File: config.mk
export PLATFORM = sky130hd
export DESIGN_NAME = fra_accel
export DESIGN_NICKNAME = d
export VERILOG_FILES = /design/src/verilog/fra_pkg.sv /design/src/verilog/fra_accel.sv
export VERILOG_INCLUDE_DIRS = /design/src /design/src/verilog
export SDC_FILE = /design/constraint.sdc
export NUM_CORES = 2
export LEC_CHECK = 0
export BUFFER_PORTS_ARGS = -buffer_cell sky130_fd_sc_hd__buf_2
export CAP_MARGIN = 10
export CORE_ASPECT_RATIO = 1.4
export CORE_MARGIN = 5
export CORE_UTILIZATION = 58
export DETAILED_ROUTE_END_ITERATION = 6
export PLACE_DENSITY = 0.74
export SYNTH_ARGS = -nofsm -noshare
export SYNTH_HDL_FRONTEND = slang
export SYNTH_SLANG_ARGS = --single-unit
File: constraint.sdc
create_clock -name clk_in -period 5.2 [get_ports clk_in]
set_input_delay 0.26 -clock clk_in [delete_from_list [all_inputs] [get_ports clk_in]]
set_output_delay 0.26 -clock clk_in [all_outputs]
set_load 0.03 [all_outputs]
File: src/verilog/fra_map.svh
// Purpose: Constants of the flash read accelerator
// Assumes: 100 MHz clock; 16-bit CPU words; 128-bit flash lines
// Notes:   Widths and reset values only; types live in fra_pkg
`ifndef FRA_MAP_SVH
`define FRA_MAP_SVH
`define FRA_ADDR_W        22
`define FRA_LINE_W        128
`define FRA_HALF_W        64
`define FRA_ECC_W         8
`define FRA_WORD_W        16
`define FRA_WORD_SEL_W    3
`define FRA_WAIT_W        4
`define FRA_THRESH_W      16
`define FRA_WAIT_RESET    4'h0
`define FRA_THRESH_RESET  16'h0001
`endif

File: src/verilog/fra_pkg.sv
// Purpose: Types of the flash read accelerator
// Assumes: fra_map.svh gives all widths
// Notes:   Line index is the word address with the low three bits dropped
`include "fra_map.svh"
package fra_pkg;
    typedef logic [`FRA_ADDR_W-1:0]                    fra_addr_type;
    typedef logic [`FRA_ADDR_W-`FRA_WORD_SEL_W-1:0]    fra_line_type;
    typedef logic [`FRA_LINE_W-1:0]                    fra_data_type;
    typedef logic [`FRA_WORD_W-1:0]                    fra_word_type;

    typedef enum logic [1:0] {
        FRA_IDLE  = 2'b00,
        FRA_WAIT  = 2'b01,
        FRA_CHECK = 2'b10
    } fra_flash_state_type;

    typedef enum logic [1:0] {
        FRA_OWN_NONE  = 2'b00,
        FRA_OWN_IFETCH = 2'b01,
        FRA_OWN_PREF  = 2'b10,
        FRA_OWN_DATA  = 2'b11
    } fra_owner_type;

    // CPU request group
    typedef struct packed {
        logic         valid;
        fra_addr_type addr;
    } fra_req_type;

    // CPU answer group
    typedef struct packed {
        logic         ready;
        fra_word_type data;
    } fra_rsp_type;

    // Flash line with two ECC bytes, one per 64-bit half
    typedef struct packed {
        logic [1:0][`FRA_ECC_W-1:0] ecc;
        fra_data_type               data;
    } fra_flash_line_type;

    typedef struct packed {
        fra_flash_state_type      fsm;
        fra_owner_type            owner;
        logic [`FRA_WAIT_W-1:0]   wait_cnt;
        fra_line_type             fetch_line;
        logic [1:0]               buf_valid;
        fra_line_type [1:0]       buf_line;
        fra_data_type [1:0]       buf_data;
        logic                     buf_slot;
        fra_line_type             next_pref;
        logic                     pref_flush;
        logic                     dc_valid;
        fra_line_type             dc_line;
        fra_data_type             dc_data;
        fra_data_type             raw;
        logic [1:0][`FRA_ECC_W-1:0] raw_ecc;
        logic                     i_ready;
        fra_word_type             i_data;
        logic                     d_ready;
        fra_word_type             d_data;
        logic [`FRA_THRESH_W-1:0] ce_count;
        logic                     ue_nmi;
        logic                     ce_int;
    } fra_state_type;
endpackage
File: src/verilog/fra_accel.sv
// Purpose: Flash read accelerator: prefetch buffer, data cache, wait states, SECDED
// Assumes: Flash array answers combinationally while the address is held
// Notes:   One flash access at a time; data reads take priority over prefetch
//
// Functional notes
// [RL1] Prefetch enable input; disabled means every fetch pays full wait states.
// [RL2] Look ahead on sequential aligned 128-bit lines from last fetch address.
// [RL3] Two 128-bit buffer entries hold sixteen 16-bit instruction words.
// [RL4] Free entries refill in background while the CPU consumes buffered words.
// [RL5] Buffer hits answer with zero wait states; only discontinuities wait.
// [RL6] Software sets wait count to ceil(cpu/flash frequency) minus one.
// [RL7] Data cache on the data read path, enabled by an input.
// [RL8] Data read with cache enabled captures the whole aligned 128-bit line.
// [RL9] Reads to other words in the cached line answer without wait states.
// [RL10] A data cache miss discards the line and refills with the new one.
// [RL11] Each 64-bit half carries SECDED code: fix single, detect double errors.
// [RL12] ECC check and correction happen before data enters buffer or cache.
// [RL13] Uncorrectable error raises the non-maskable interrupt output.
// [RL14] Corrected errors count to a threshold, then raise maskable interrupt.
// [RL15] Discontinuity invalidates buffer, restarts look-ahead at the new line.
`timescale 1ns/1ps
`include "fra_map.svh"
module fra_accel (
    input  wire logic                      clk_in,
    input  wire logic                      rst_n_in,
    input  wire logic                      pref_enable_in,
    input  wire logic                      dcache_enable_in,
    input  wire logic [`FRA_WAIT_W-1:0]    flash_wait_count_in,
    input  wire logic [`FRA_THRESH_W-1:0]  ce_threshold_in,
    input  wire logic                      ce_clear_in,
    input  fra_pkg::fra_req_type           ifetch_req_in,
    output fra_pkg::fra_rsp_type           ifetch_rsp_out,
    input  fra_pkg::fra_req_type           dread_req_in,
    output fra_pkg::fra_rsp_type           dread_rsp_out,
    output fra_pkg::fra_line_type          flash_line_addr_out,
    output logic                           flash_read_out,
    input  fra_pkg::fra_flash_line_type    flash_line_in,
    output logic                           ue_nmi_out,
    output logic                           ce_int_out,
    output logic [`FRA_THRESH_W-1:0]       ce_count_out
);
    import fra_pkg::*;

    fra_state_type st;
    fra_state_type next_st;

    // ------------------------------------------------------------
    // SECDED decode of one 64-bit half
    // ------------------------------------------------------------
    // Code: data bit k sits at the k-th position in 1..71 that is no power of two;
    // check bit i covers positions with bit i set; bit 7 is overall parity.
    function automatic logic [6:0] fra_syn_calc(input logic [`FRA_HALF_W-1:0] d);
        logic [6:0] s;
        int         k;
        s = 7'h00;
        k = 0;
        for (int p = 1; p < `FRA_HALF_W + `FRA_ECC_W; p++) begin
            if ((p & (p - 1)) != 0) begin
                for (int b = 0; b < 7; b++) begin
                    if (((p >> b) & 1) != 0) begin
                        s[b] = s[b] ^ d[k];
                    end
                end
                k++;
            end
        end
        return s;
    endfunction

    // Returns {uncorrectable, corrected, data}
    function automatic logic [`FRA_HALF_W+1:0] fra_secded(
        input logic [`FRA_HALF_W-1:0] d,
        input logic [`FRA_ECC_W-1:0]  e
    );
        logic [6:0]             syn;
        logic                   par;
        logic [`FRA_HALF_W-1:0] fixed;
        logic                   ce;
        logic                   ue;
        int                     pos;
        syn   = fra_syn_calc(d) ^ e[6:0];
        par   = ^{d, e};
        fixed = d;
        ce    = 1'b0;
        ue    = 1'b0;
        pos   = 0;
        if (syn != 7'h00 && par) begin
            ce = 1'b1;
            // Check-bit positions leave the data alone
            for (int p = 1; p < `FRA_HALF_W + `FRA_ECC_W; p++) begin
                if ((p & (p - 1)) != 0) begin
                    if (syn == 7'(p)) begin
                        fixed[pos] = ~d[pos];
                    end
                    pos++;
                end
            end
        end else if (syn == 7'h00 && par) begin
            ce = 1'b1;
        end else if (syn != 7'h00) begin
            ue = 1'b1;
        end
        return {ue, ce, fixed};
    endfunction

    logic [`FRA_HALF_W+1:0] dec_lo;
    logic [`FRA_HALF_W+1:0] dec_hi;
    fra_data_type           clean;
    logic                   any_ce;
    logic                   any_ue;

    always_comb begin
        dec_lo = fra_secded(st.raw[`FRA_HALF_W-1:0], st.raw_ecc[0]); // RL11
        dec_hi = fra_secded(st.raw[`FRA_LINE_W-1:`FRA_HALF_W], st.raw_ecc[1]); // RL11
        clean  = {dec_hi[`FRA_HALF_W-1:0], dec_lo[`FRA_HALF_W-1:0]};
        any_ce = dec_lo[`FRA_HALF_W] | dec_hi[`FRA_HALF_W];
        any_ue = dec_lo[`FRA_HALF_W+1] | dec_hi[`FRA_HALF_W+1];
    end

    // ------------------------------------------------------------
    // Request decode
    // ------------------------------------------------------------
    fra_line_type i_line;
    fra_line_type d_line;
    logic [2:0]   i_sel;
    logic [2:0]   d_sel;
    logic         hit0;
    logic         hit1;
    logic         d_hit;

    always_comb begin
        i_line = ifetch_req_in.addr[`FRA_ADDR_W-1:`FRA_WORD_SEL_W];
        d_line = dread_req_in.addr[`FRA_ADDR_W-1:`FRA_WORD_SEL_W];
        i_sel  = ifetch_req_in.addr[`FRA_WORD_SEL_W-1:0];
        d_sel  = dread_req_in.addr[`FRA_WORD_SEL_W-1:0];
        hit0   = pref_enable_in && st.buf_valid[0] && st.buf_line[0] == i_line;
        hit1   = pref_enable_in && st.buf_valid[1] && st.buf_line[1] == i_line;
        d_hit  = dcache_enable_in && st.dc_valid && st.dc_line == d_line;
    end

    // ------------------------------------------------------------
    // Next state
    // ------------------------------------------------------------
    always_comb begin
        next_st         = st;
        next_st.i_ready = 1'b0;
        next_st.d_ready = 1'b0;
        if (!pref_enable_in) begin
            next_st.buf_valid = 2'b00; // RL1
        end
        if (!dcache_enable_in) begin
            next_st.dc_valid = 1'b0; // RL7
        end
        if (ce_clear_in) begin
            next_st.ce_count = '0;
            next_st.ce_int   = 1'b0;
        end

        // Zero-wait answers from buffer and cache
        if (ifetch_req_in.valid && !st.i_ready && (hit0 || hit1)) begin
            next_st.i_ready = 1'b1; // RL5
            next_st.i_data  = hit0 ? st.buf_data[0][i_sel*`FRA_WORD_W +: `FRA_WORD_W]
                                   : st.buf_data[1][i_sel*`FRA_WORD_W +: `FRA_WORD_W];
            // Moving onto the younger entry frees the older one for refill
            if (hit1 && st.buf_valid[0] && st.buf_line[0] + 1'b1 == i_line) begin
                next_st.buf_valid[0] = 1'b0; // RL4
            end else if (hit0 && st.buf_valid[1] && st.buf_line[1] + 1'b1 == i_line) begin
                next_st.buf_valid[1] = 1'b0; // RL4
            end
        end
        if (dread_req_in.valid && !st.d_ready && d_hit) begin
            next_st.d_ready = 1'b1; // RL9
            next_st.d_data  = st.dc_data[d_sel*`FRA_WORD_W +: `FRA_WORD_W]; // RL9
        end

        unique case (st.fsm)
            FRA_IDLE: begin
                if (dread_req_in.valid && !st.d_ready && !d_hit) begin
                    next_st.owner      = FRA_OWN_DATA;
                    next_st.fetch_line = d_line;
                    next_st.fsm        = FRA_WAIT;
                    next_st.wait_cnt   = flash_wait_count_in;
                end else if (ifetch_req_in.valid && !st.i_ready && !(hit0 || hit1)) begin
                    next_st.owner      = FRA_OWN_IFETCH;
                    next_st.fetch_line = i_line;
                    next_st.fsm        = FRA_WAIT;
                    next_st.wait_cnt   = flash_wait_count_in;
                    next_st.buf_valid  = 2'b00; // RL15
                    next_st.next_pref  = i_line + 1'b1; // RL2
                end else if (pref_enable_in && ~&next_st.buf_valid) begin
                    next_st.owner      = FRA_OWN_PREF;
                    next_st.fetch_line = st.next_pref; // RL4
                    next_st.buf_slot   = next_st.buf_valid[0] ? 1'b1 : 1'b0;
                    next_st.pref_flush = 1'b0;
                    next_st.fsm        = FRA_WAIT;
                    next_st.wait_cnt   = flash_wait_count_in;
                end
            end
            FRA_WAIT: begin
                // A miss to another line during a prefetch makes that line stale
                if (st.owner == FRA_OWN_PREF && ifetch_req_in.valid
                    && !(hit0 || hit1) && i_line != st.fetch_line) begin
                    next_st.pref_flush = 1'b1; // RL15
                end
                if (st.wait_cnt == '0) begin
                    next_st.raw     = flash_line_in.data;
                    next_st.raw_ecc = flash_line_in.ecc;
                    next_st.fsm     = FRA_CHECK;
                end else begin
                    next_st.wait_cnt = st.wait_cnt - 1'b1; // RL6
                end
            end
            FRA_CHECK: begin
                next_st.fsm   = FRA_IDLE;
                next_st.owner = FRA_OWN_NONE;
                if (any_ue) begin
                    next_st.ue_nmi = 1'b1; // RL13
                end
                if (any_ce && !(&st.ce_count)) begin
                    next_st.ce_count = st.ce_count + 1'b1; // RL14
                end
                if (any_ce && st.ce_count + 1'b1 >= ce_threshold_in) begin
                    next_st.ce_int = 1'b1; // RL14
                end
                unique case (st.owner)
                    FRA_OWN_DATA: begin
                        next_st.d_ready = 1'b1;
                        next_st.d_data  = clean[d_sel*`FRA_WORD_W +: `FRA_WORD_W];
                        if (dcache_enable_in) begin
                            next_st.dc_valid = 1'b1; // RL8
                            next_st.dc_line  = st.fetch_line; // RL10
                            next_st.dc_data  = clean; // RL12
                        end
                    end
                    FRA_OWN_IFETCH: begin
                        next_st.i_ready = 1'b1;
                        next_st.i_data  = clean[i_sel*`FRA_WORD_W +: `FRA_WORD_W];
                        if (pref_enable_in) begin
                            next_st.buf_valid[0] = 1'b1; // RL3
                            next_st.buf_line[0]  = st.fetch_line;
                            next_st.buf_data[0]  = clean; // RL12
                        end
                    end
                    FRA_OWN_PREF: begin
                        if (pref_enable_in && !st.pref_flush) begin
                            next_st.buf_valid[st.buf_slot] = 1'b1; // RL3
                            next_st.buf_line[st.buf_slot]  = st.fetch_line;
                            next_st.buf_data[st.buf_slot]  = clean; // RL12
                            next_st.next_pref = st.fetch_line + 1'b1; // RL2
                        end
                    end
                    default: begin
                    end
                endcase
            end
            default: begin
                next_st.fsm = FRA_IDLE;
            end
        endcase
    end

    // ------------------------------------------------------------
    // State register
    // ------------------------------------------------------------
    always_ff @(posedge clk_in) begin
        if (!rst_n_in) begin
            st <= '0;
        end else begin
            st <= next_st;
        end
    end

    // ------------------------------------------------------------
    // Outputs
    // ------------------------------------------------------------

    assign ifetch_rsp_out      = '{ready: st.i_ready, data: st.i_data};
    assign dread_rsp_out       = '{ready: st.d_ready, data: st.d_data};
    assign flash_line_addr_out = st.fetch_line;
    assign flash_read_out      = (st.fsm == FRA_WAIT);
    assign ue_nmi_out          = st.ue_nmi; // RL13
    assign ce_int_out          = st.ce_int; // RL14
    assign ce_count_out        = st.ce_count;
endmodule

# Word level (Yosys, flattened, before mapping)

Cells that the tools add are included.

Add/sub/neg operators: 130
$lt $le $gt $ge: 255
Equal/unequal tests: 151
Shift-type cells: 5
Reductions and logical operators: 188
Mux-type cells: 1,205
Bitwise logic cells: 531

Operator list:

| operator                                                               | count |
|---|---|
| 64-bit two-way mux                                                     | 252 |
| 64-bit bitwise mux                                                     | 126 |
| 32-bit by 1-bit >= comparator with 1-bit output, second input constant | 126 |
| 32-bit by 8-bit < comparator with 1-bit output, second input constant  | 126 |
| 32-bit two-way mux                                                     | 126 |
| 32-bit by 2-bit adder with 32-bit output, second input constant        | 124 |
| 1-bit binary-select mux with 6-bit select                              | 126 |
| 1-bit demux with 6-bit select                                          | 126 |
| 128-bit by 8-bit variable part select with 16-bit output               | 5 |
| 148-bit two-way mux                                                    | 3 |
| 7-bit by 6-bit == test with 1-bit output, second input constant        | 62 |
| 1-bit two-way mux                                                      | 406 |
| 1-bit XOR                                                              | 396 |
| 296-bit two-way mux                                                    | 1 |
| 256-bit bitwise mux                                                    | 1 |
| 128-bit two-way mux                                                    | 2 |
| 128-bit case mux with 2 select lines                                   | 1 |
| 7-bit by 5-bit == test with 1-bit output, second input constant        | 30 |
| 1-bit logical AND                                                      | 154 |
| 72-bit XOR reduction                                                   | 2 |
| 1-bit NOT                                                              | 130 |
| 128-bit demux with 1-bit select                                        | 1 |
| 7-bit by 4-bit == test with 1-bit output, second input constant        | 14 |
| 7-bit == test, second input constant                                   | 14 |
| 46 further kinds                                                       | 111 |

Register bits: 688
Output and inout bits: 72
Input port bits: 215
Logic and storage cells: 2,490

# Longest topological paths before layout

Depth after elaboration: 235
Gate-level depth with buffers: 18
Gate-level depth less buffers: 14

# Worst setup path after synthesis

OpenSTA, ideal clock, no wires.

Kind: reg2reg
Start point: reg st[171] in the netlist's numbering
End point: reg st, in the netlist ifetch_rsp_out[15]
Cell stages (with the launch flop): 13
Arrival time: 3,654 ps
Clock period less this slack: 3,772 ps
Path buffers: 0
Setup time: 118 ps
Setup slack: 1,428 ps
Data required time: 5,082 ps
Cell sequence: dfxtp_1 xnor3_1 xnor2_1 xnor2_1 xor3_1 xor3_2 mux2i_2 nand3b_2 nor2_2 xnor2_2 mux2i_1 mux4_2 o2111a_1

Word-level cells in the longest chain between the ends: 211
Elaborated cells between the ends (all ways): 567
Those cells by class: eq/ne (63); shift (1); mux (380); bitwise (120); reduce/logical (3)

RTL lines:

| element                                                      | RTL line         | source |
|---|---|---|
| from (decl)                                                  | fra_accel.sv:44  | `fra_state_type st;` |
| from (signal assigned)                                       | fra_accel.sv:269 | `st <= next_st;` |
| 1-bit XOR (18 in a row)                                      | fra_accel.sv:61  | `s[b] = s[b] ^ d[k];` |
| 7-bit XOR                                                    | fra_accel.sv:81  | `syn = fra_syn_calc(d) ^ e[6:0];` |
| 7-bit by 3-bit == test with 1-bit output                     | fra_accel.sv:92  | `if (syn == 7'(p)) begin` |
| 64-bit two-way mux                                           | fra_accel.sv:92  |  |
| 64-bit two-way mux                                           | fra_accel.sv:87  | `if (syn != 7'h00 && par) begin` |
| 64-bit bitwise mux                                           | fra_accel.sv:93  | `fixed[pos] = ~d[pos];` |
| 64-bit two-way mux                                           | fra_accel.sv:92  |  |
| 64-bit two-way mux                                           | fra_accel.sv:87  |  |
| [... 178 more ...]                                           | --               |  |
| 64-bit two-way mux                                           | fra_accel.sv:92  |  |
| 64-bit two-way mux                                           | fra_accel.sv:87  |  |
| 64-bit bitwise mux                                           | fra_accel.sv:93  |  |
| 64-bit two-way mux                                           | fra_accel.sv:92  |  |
| 64-bit two-way mux (*)                                       | fra_accel.sv:87  |  |
| 128-bit by 8-bit variable part select with 16-bit output (*) | fra_accel.sv:237 | `` next_st.i_data = clean[i_sel*`FRA_WORD_W +: `FRA_WORD_W]; `` |
| 17-bit two-way mux (*)                                       | fra_accel.sv:225 | `unique case (st.owner)` |
| 52-bit two-way mux (*)                                       | fra_accel.sv:176 | `unique case (st.fsm)` |

Mark *: on every way between the ends. The rest lies on a longest branch, timed or not. The select of a mux whose other input is x is not followed.
A chain may end at the register's enable or synchronous reset.

# Worst setup path in the final report

Start point: reg st[85] in the netlist's numbering
End point: reg st, in the netlist dread_rsp_out[8]

Word-level cells in the longest chain between the ends: 218
Elaborated cells between the ends (all ways): 611
Those cells by class: eq/ne (63); shift (1); mux (380); bitwise (164); reduce/logical (3)

RTL lines:

| element                                                      | RTL line         | source |
|---|---|---|
| 1-bit XOR (25 in a row)                                      | fra_accel.sv:61  |  |
| 7-bit XOR                                                    | fra_accel.sv:81  |  |
| 7-bit by 3-bit == test with 1-bit output                     | fra_accel.sv:92  |  |
| 64-bit two-way mux                                           | fra_accel.sv:92  |  |
| 64-bit two-way mux                                           | fra_accel.sv:87  |  |
| 64-bit bitwise mux                                           | fra_accel.sv:93  |  |
| 64-bit two-way mux                                           | fra_accel.sv:92  |  |
| 64-bit two-way mux                                           | fra_accel.sv:87  |  |
| [... 178 more ...]                                           | --               |  |
| 64-bit two-way mux                                           | fra_accel.sv:92  |  |
| 64-bit two-way mux                                           | fra_accel.sv:87  |  |
| 64-bit bitwise mux                                           | fra_accel.sv:93  |  |
| 64-bit two-way mux                                           | fra_accel.sv:92  |  |
| 64-bit two-way mux (*)                                       | fra_accel.sv:87  |  |
| 128-bit by 8-bit variable part select with 16-bit output (*) | fra_accel.sv:228 | `` next_st.d_data = clean[d_sel*`FRA_WORD_W +: `FRA_WORD_W]; `` |
| 17-bit two-way mux (*)                                       | fra_accel.sv:225 |  |
| 52-bit two-way mux (*)                                       | fra_accel.sv:176 |  |

Marked as above.

==> flow_metrics.py <==
metrics = {
    "critical_path": {
        "reg2reg_setup_slack_ns": 0.19,
        "worstSetupEndpoint": "dread_rsp_out[8]$_SDFF_PN0_",
        "reg2reg_to": "dread_rsp_out[8]$_SDFF_PN0_",
        "critPathLaunch": "st[85]$_SDFFE_PN0P_",
        "cpPeakStageDelay_ns": 0.91,
        "start_kind": "flop",
        "cp_num_buf_inv": 0,
        "timing_worst_setup_path_type": "reg2reg",
        "r2r_start": "st[85]$_SDFFE_PN0P_",
        "end_kind": "flop",
        "cpLargestDelayFamily": "XOR/XNOR gates",
        "cpMaxStageDelayCell": "xor2_1",
        "cp.required_ns": 5.70,
        "cp_max_fo": 23,
        "cp.depth": 12,
        "reg2regPathDepth": 12,
        "crit_chain": "xnor2_1 > xnor3_1 > xnor2_1 > xnor3_1 > xor2_1 > and2_1 > nand4_1 > xor2_1 > mux2_2 > nand2_1 > a21oi_1 > o22ai_1",
        "worstPathArrival_ns": 5.52,
    },
    "drt": {
        "drt-total-wl_mm": 139,
        "post_drt_wl_per_cell_um": 25.7,
        "route.detailed.drc": 0,
        "drt_first_pass_iters": 6,
        "drt_iter0_drc": 3836,
        "num_vias": 34366,
        "ant_nets": 0,
        "routed_via_density": 6.33,
    },
    "timing": {
        "final.min_clock_period_ns": 5.01,
        "rsz0062_at_grt": "no",
        "slew_violations": 0,
        "min_period_over_period": 0.964,
        "hold_violations": 0,
        "tightest_slew_ns": 1.23,
        "finalSetupTns_ns": 0,
        "max_freq_mhz": 199,
        "skew_ns": 0.0339,
        "slew_headroom": 0.171,
        "final-setup-viol-count": 0,
    },
    "status": {
        "status": "finished clean",
    },
    "place": {
        "gp_congestion": 1.05,
        "portBuffers": 286,
        "place_area_sq_um": 40000,
        "hpwl_mm": 99.0,
    },
    "global_route": {
        "antenna_found_initial": 2,
        "grt_max_degree": 161,
        "grt_pass1_vias": 33319,
        "grt.total_usage": 0.379,
        "grt-ovfl-total": 0,
        "grt_pass1_wl_mm": 207,
    },
    "logic_synthesis": {
        "seq_area_frac_synth": 0.360,
        "yosysUniqueCellTypes": 82,
        "synth.top_cell.area_share": 0.360,
        "yosys_most_used_dff": "dfxtp_1",
        "mappedNetlistArea_sq_um": 38300,
        "syn_inst": 4327,
        "ys_ff_latch": 688,
        "synth_enable_flop_cells": 0,
        "ys_top_cells_by_area": "dfxtp_1 36%, nand2_1 7.6%, xnor2_1 6.5%, mux4_2 6.4%, o211a_1 4.7%",
        "synth_area_leader_cell": "dfxtp_1",
        "syn-num-nets": 4566,
        "async_reset_ff_frac": 0,
        "postSynthAreaPerCell_sq_um": 8.84,
        "synth_warnings": 0,
    },
    "clock_tree": {
        "cts_tree": "done",
        "post_cts_resized": 0,
        "post_cts_buffers": 0,
        "cts_htree_levels": 3,
        "clk_latency_ns": 0.64,
        "root_buffer": "clkbuf_16",
        "holdBufCountCts": 144,
        "numCtsBuffers": 69,
        "cts_buffer_depth": 3,
        "cts.clk_slew.worst_paths_ns": 0.06,
        "cts_num_sinks": 688,
    },
    "floorplan": {
        "core_sq_um": 65400,
        "die_h_um": 314,
        "dieArea_sq_um": 71300,
        "floorplan.initialDensity": 0.585,
        "num_io_pins": 287,
        "fp.dieW_um": 227,
        "num_rows": 111,
    },
    "pwr": {
        "p_leak_nw": 18.2,
        "p_per_area_nw_per_um2": 748,
        "ir_drop_mv": 1.39,
    },
    "finish": {
        "final_common_cell": "nand2_1",
        "final_cell_mix": "772 x nand2_1, 688 x dfxtp_1, 382 x nor2_1, 283 x xnor2_1, 281 x buf_2",
        "area_delta_synth_final_pct": 14.2,
        "layout-drive-gt1-share": 0.155,
        "fin_nets": 4772,
        "fin_area_sq_um": 43700,
    },
    "min_path": {
        "whs_path_depth": 3,
        "hold_class": "in2reg",
    },
    "run": {
        "drv_cap": 0,
    },
}
[synthesized netlist by cell type, types with 8 or more instances]
cell	n
dfxtp_1	688
mux2_2	32
o21ai_0	38
or3_1	9
and3_1	15
o221ai_1	16
xor2_1	184
nor4_1	26
and2_1	12
clkbuf_1	294
inv_1	48
nand2_1	772
nor2_1	383
nand3_1	90
or2_2	10
xnor3_1	35
xnor2_1	283
nand2b_1	16
mux4_2	109
buf_2	14
buf_4	70
nand3b_1	8
nor3_1	46
o211a_1	181
mux2i_1	134
a211oi_1	208
nor3b_1	20
nor2b_1	21
nand4_1	35
a21boi_0	94
a21o_1	15
a211o_1	21
ha_1	24
buf_1	32
o211ai_1	18
a21oi_1	194
o22ai_1	22
a221oi_1	18
[flip-flops by register name, summed over array words and instances (netlist names)]
| register | cells |
|---|---|
| ce_count_out | 16 |
| ce_int_out | 1 |
| dread_rsp_out | 17 |
| flash_line_addr_out | 19 |
| ifetch_rsp_out | 17 |
| st | 617 |
| ue_nmi_out | 1 |
[through the flow]
step	util	cells	worst slack [ns]	hold slack [ns]	total power, mW
2_1_floorplan	-	4327	1.43	0.379	20.6
3_3_place_gp	0.611	5165	0.417	0.451	26.9
3_5_place_dp	0.611	5165	0.326	0.458	26.9
4_1_cts	0.668	5432	0.301	0.00134	32.1
5_1_grt	0.668	5433	0.0842	0.0195	33.9
6_report	0.668	5433	0.186	0.0165	32.7
[layer usage]
layer,GRT usage,share of wire,up-vias
li1,-,-,15471
met1,0.452,0.36,16376
met2,0.597,0.45,1945
met3,0.0680,0.088,572
met4,0.304,0.10,2
met5,0,0.000086,-
[worst min path at each step]
stage                                  startpoint                 endpoint  slack (ns)
after CTS                          pref_enable_in       st[660]$_SDFF_PN0_       0.001
after floorplan                  dcache_enable_in       st[343]$_SDFF_PN0_        0.38
final                              pref_enable_in       st[660]$_SDFF_PN0_        0.02
after detailed placement     st[332]$_SDFFE_PN0P_     st[332]$_SDFFE_PN0P_        0.46
after global routing               pref_enable_in       st[660]$_SDFF_PN0_        0.02
after global placement    ue_nmi_out$_SDFFE_PN0P_  ue_nmi_out$_SDFFE_PN0P_        0.45
[kinds of logic (layout without fill, tap and decap cells)]
group / count (synthesis) / in the layout / share of synthesized area
flip-flops: 688 / 688 / 0.360
multiplexers: 280 / 280 / 0.111
other: 0 / 1 / 0
adder cells (fa/ha/maj): 24 / 24 / 0.00785
XOR/XNOR: 511 / 511 / 0.132
AO/OA/AOI/OAI: 873 / 873 / 0.170
buffers and inverters: 459 / 717 / 0.0523
AND/OR/NAND/NOR: 1492 / 1492 / 0.167
[area by class of cell]
cell class | instances | area (sq um)
Fill cell | 5293 | 21700
Clock buffer | 92 | 2000
Clock inverter | 31 | 305
Timing Repair Buffer | 545 | 3840
Tap cell | 847 | 1060
Antenna cell | 1 | 2.50
Sequential cell | 688 | 13800
Inverter | 49 | 191
Multi-Input combinational cell | 3180 | 22500
[where the power goes]
part	switching [mW]	total [mW]	internal [mW]
Combinational	14.2	21.3	7.05
Clock	2.23	5.15	2.92
Sequential	0.638	6.29	5.65
[worst reg2reg max path, cell delays in order, from the launching register on]
cell	delay, ns
dfxtp_1	0.47
xnor2_1	0.22
xnor3_1	0.52
xnor2_1	0.31
xnor3_1	0.40
xor2_1	0.23
and2_1	0.71
nand4_1	0.39
xor2_1	0.91
mux2_2	0.31
nand2_1	0.06
a21oi_1	0.23
o22ai_1	0.13
Power figures use the tool's default switching activity.
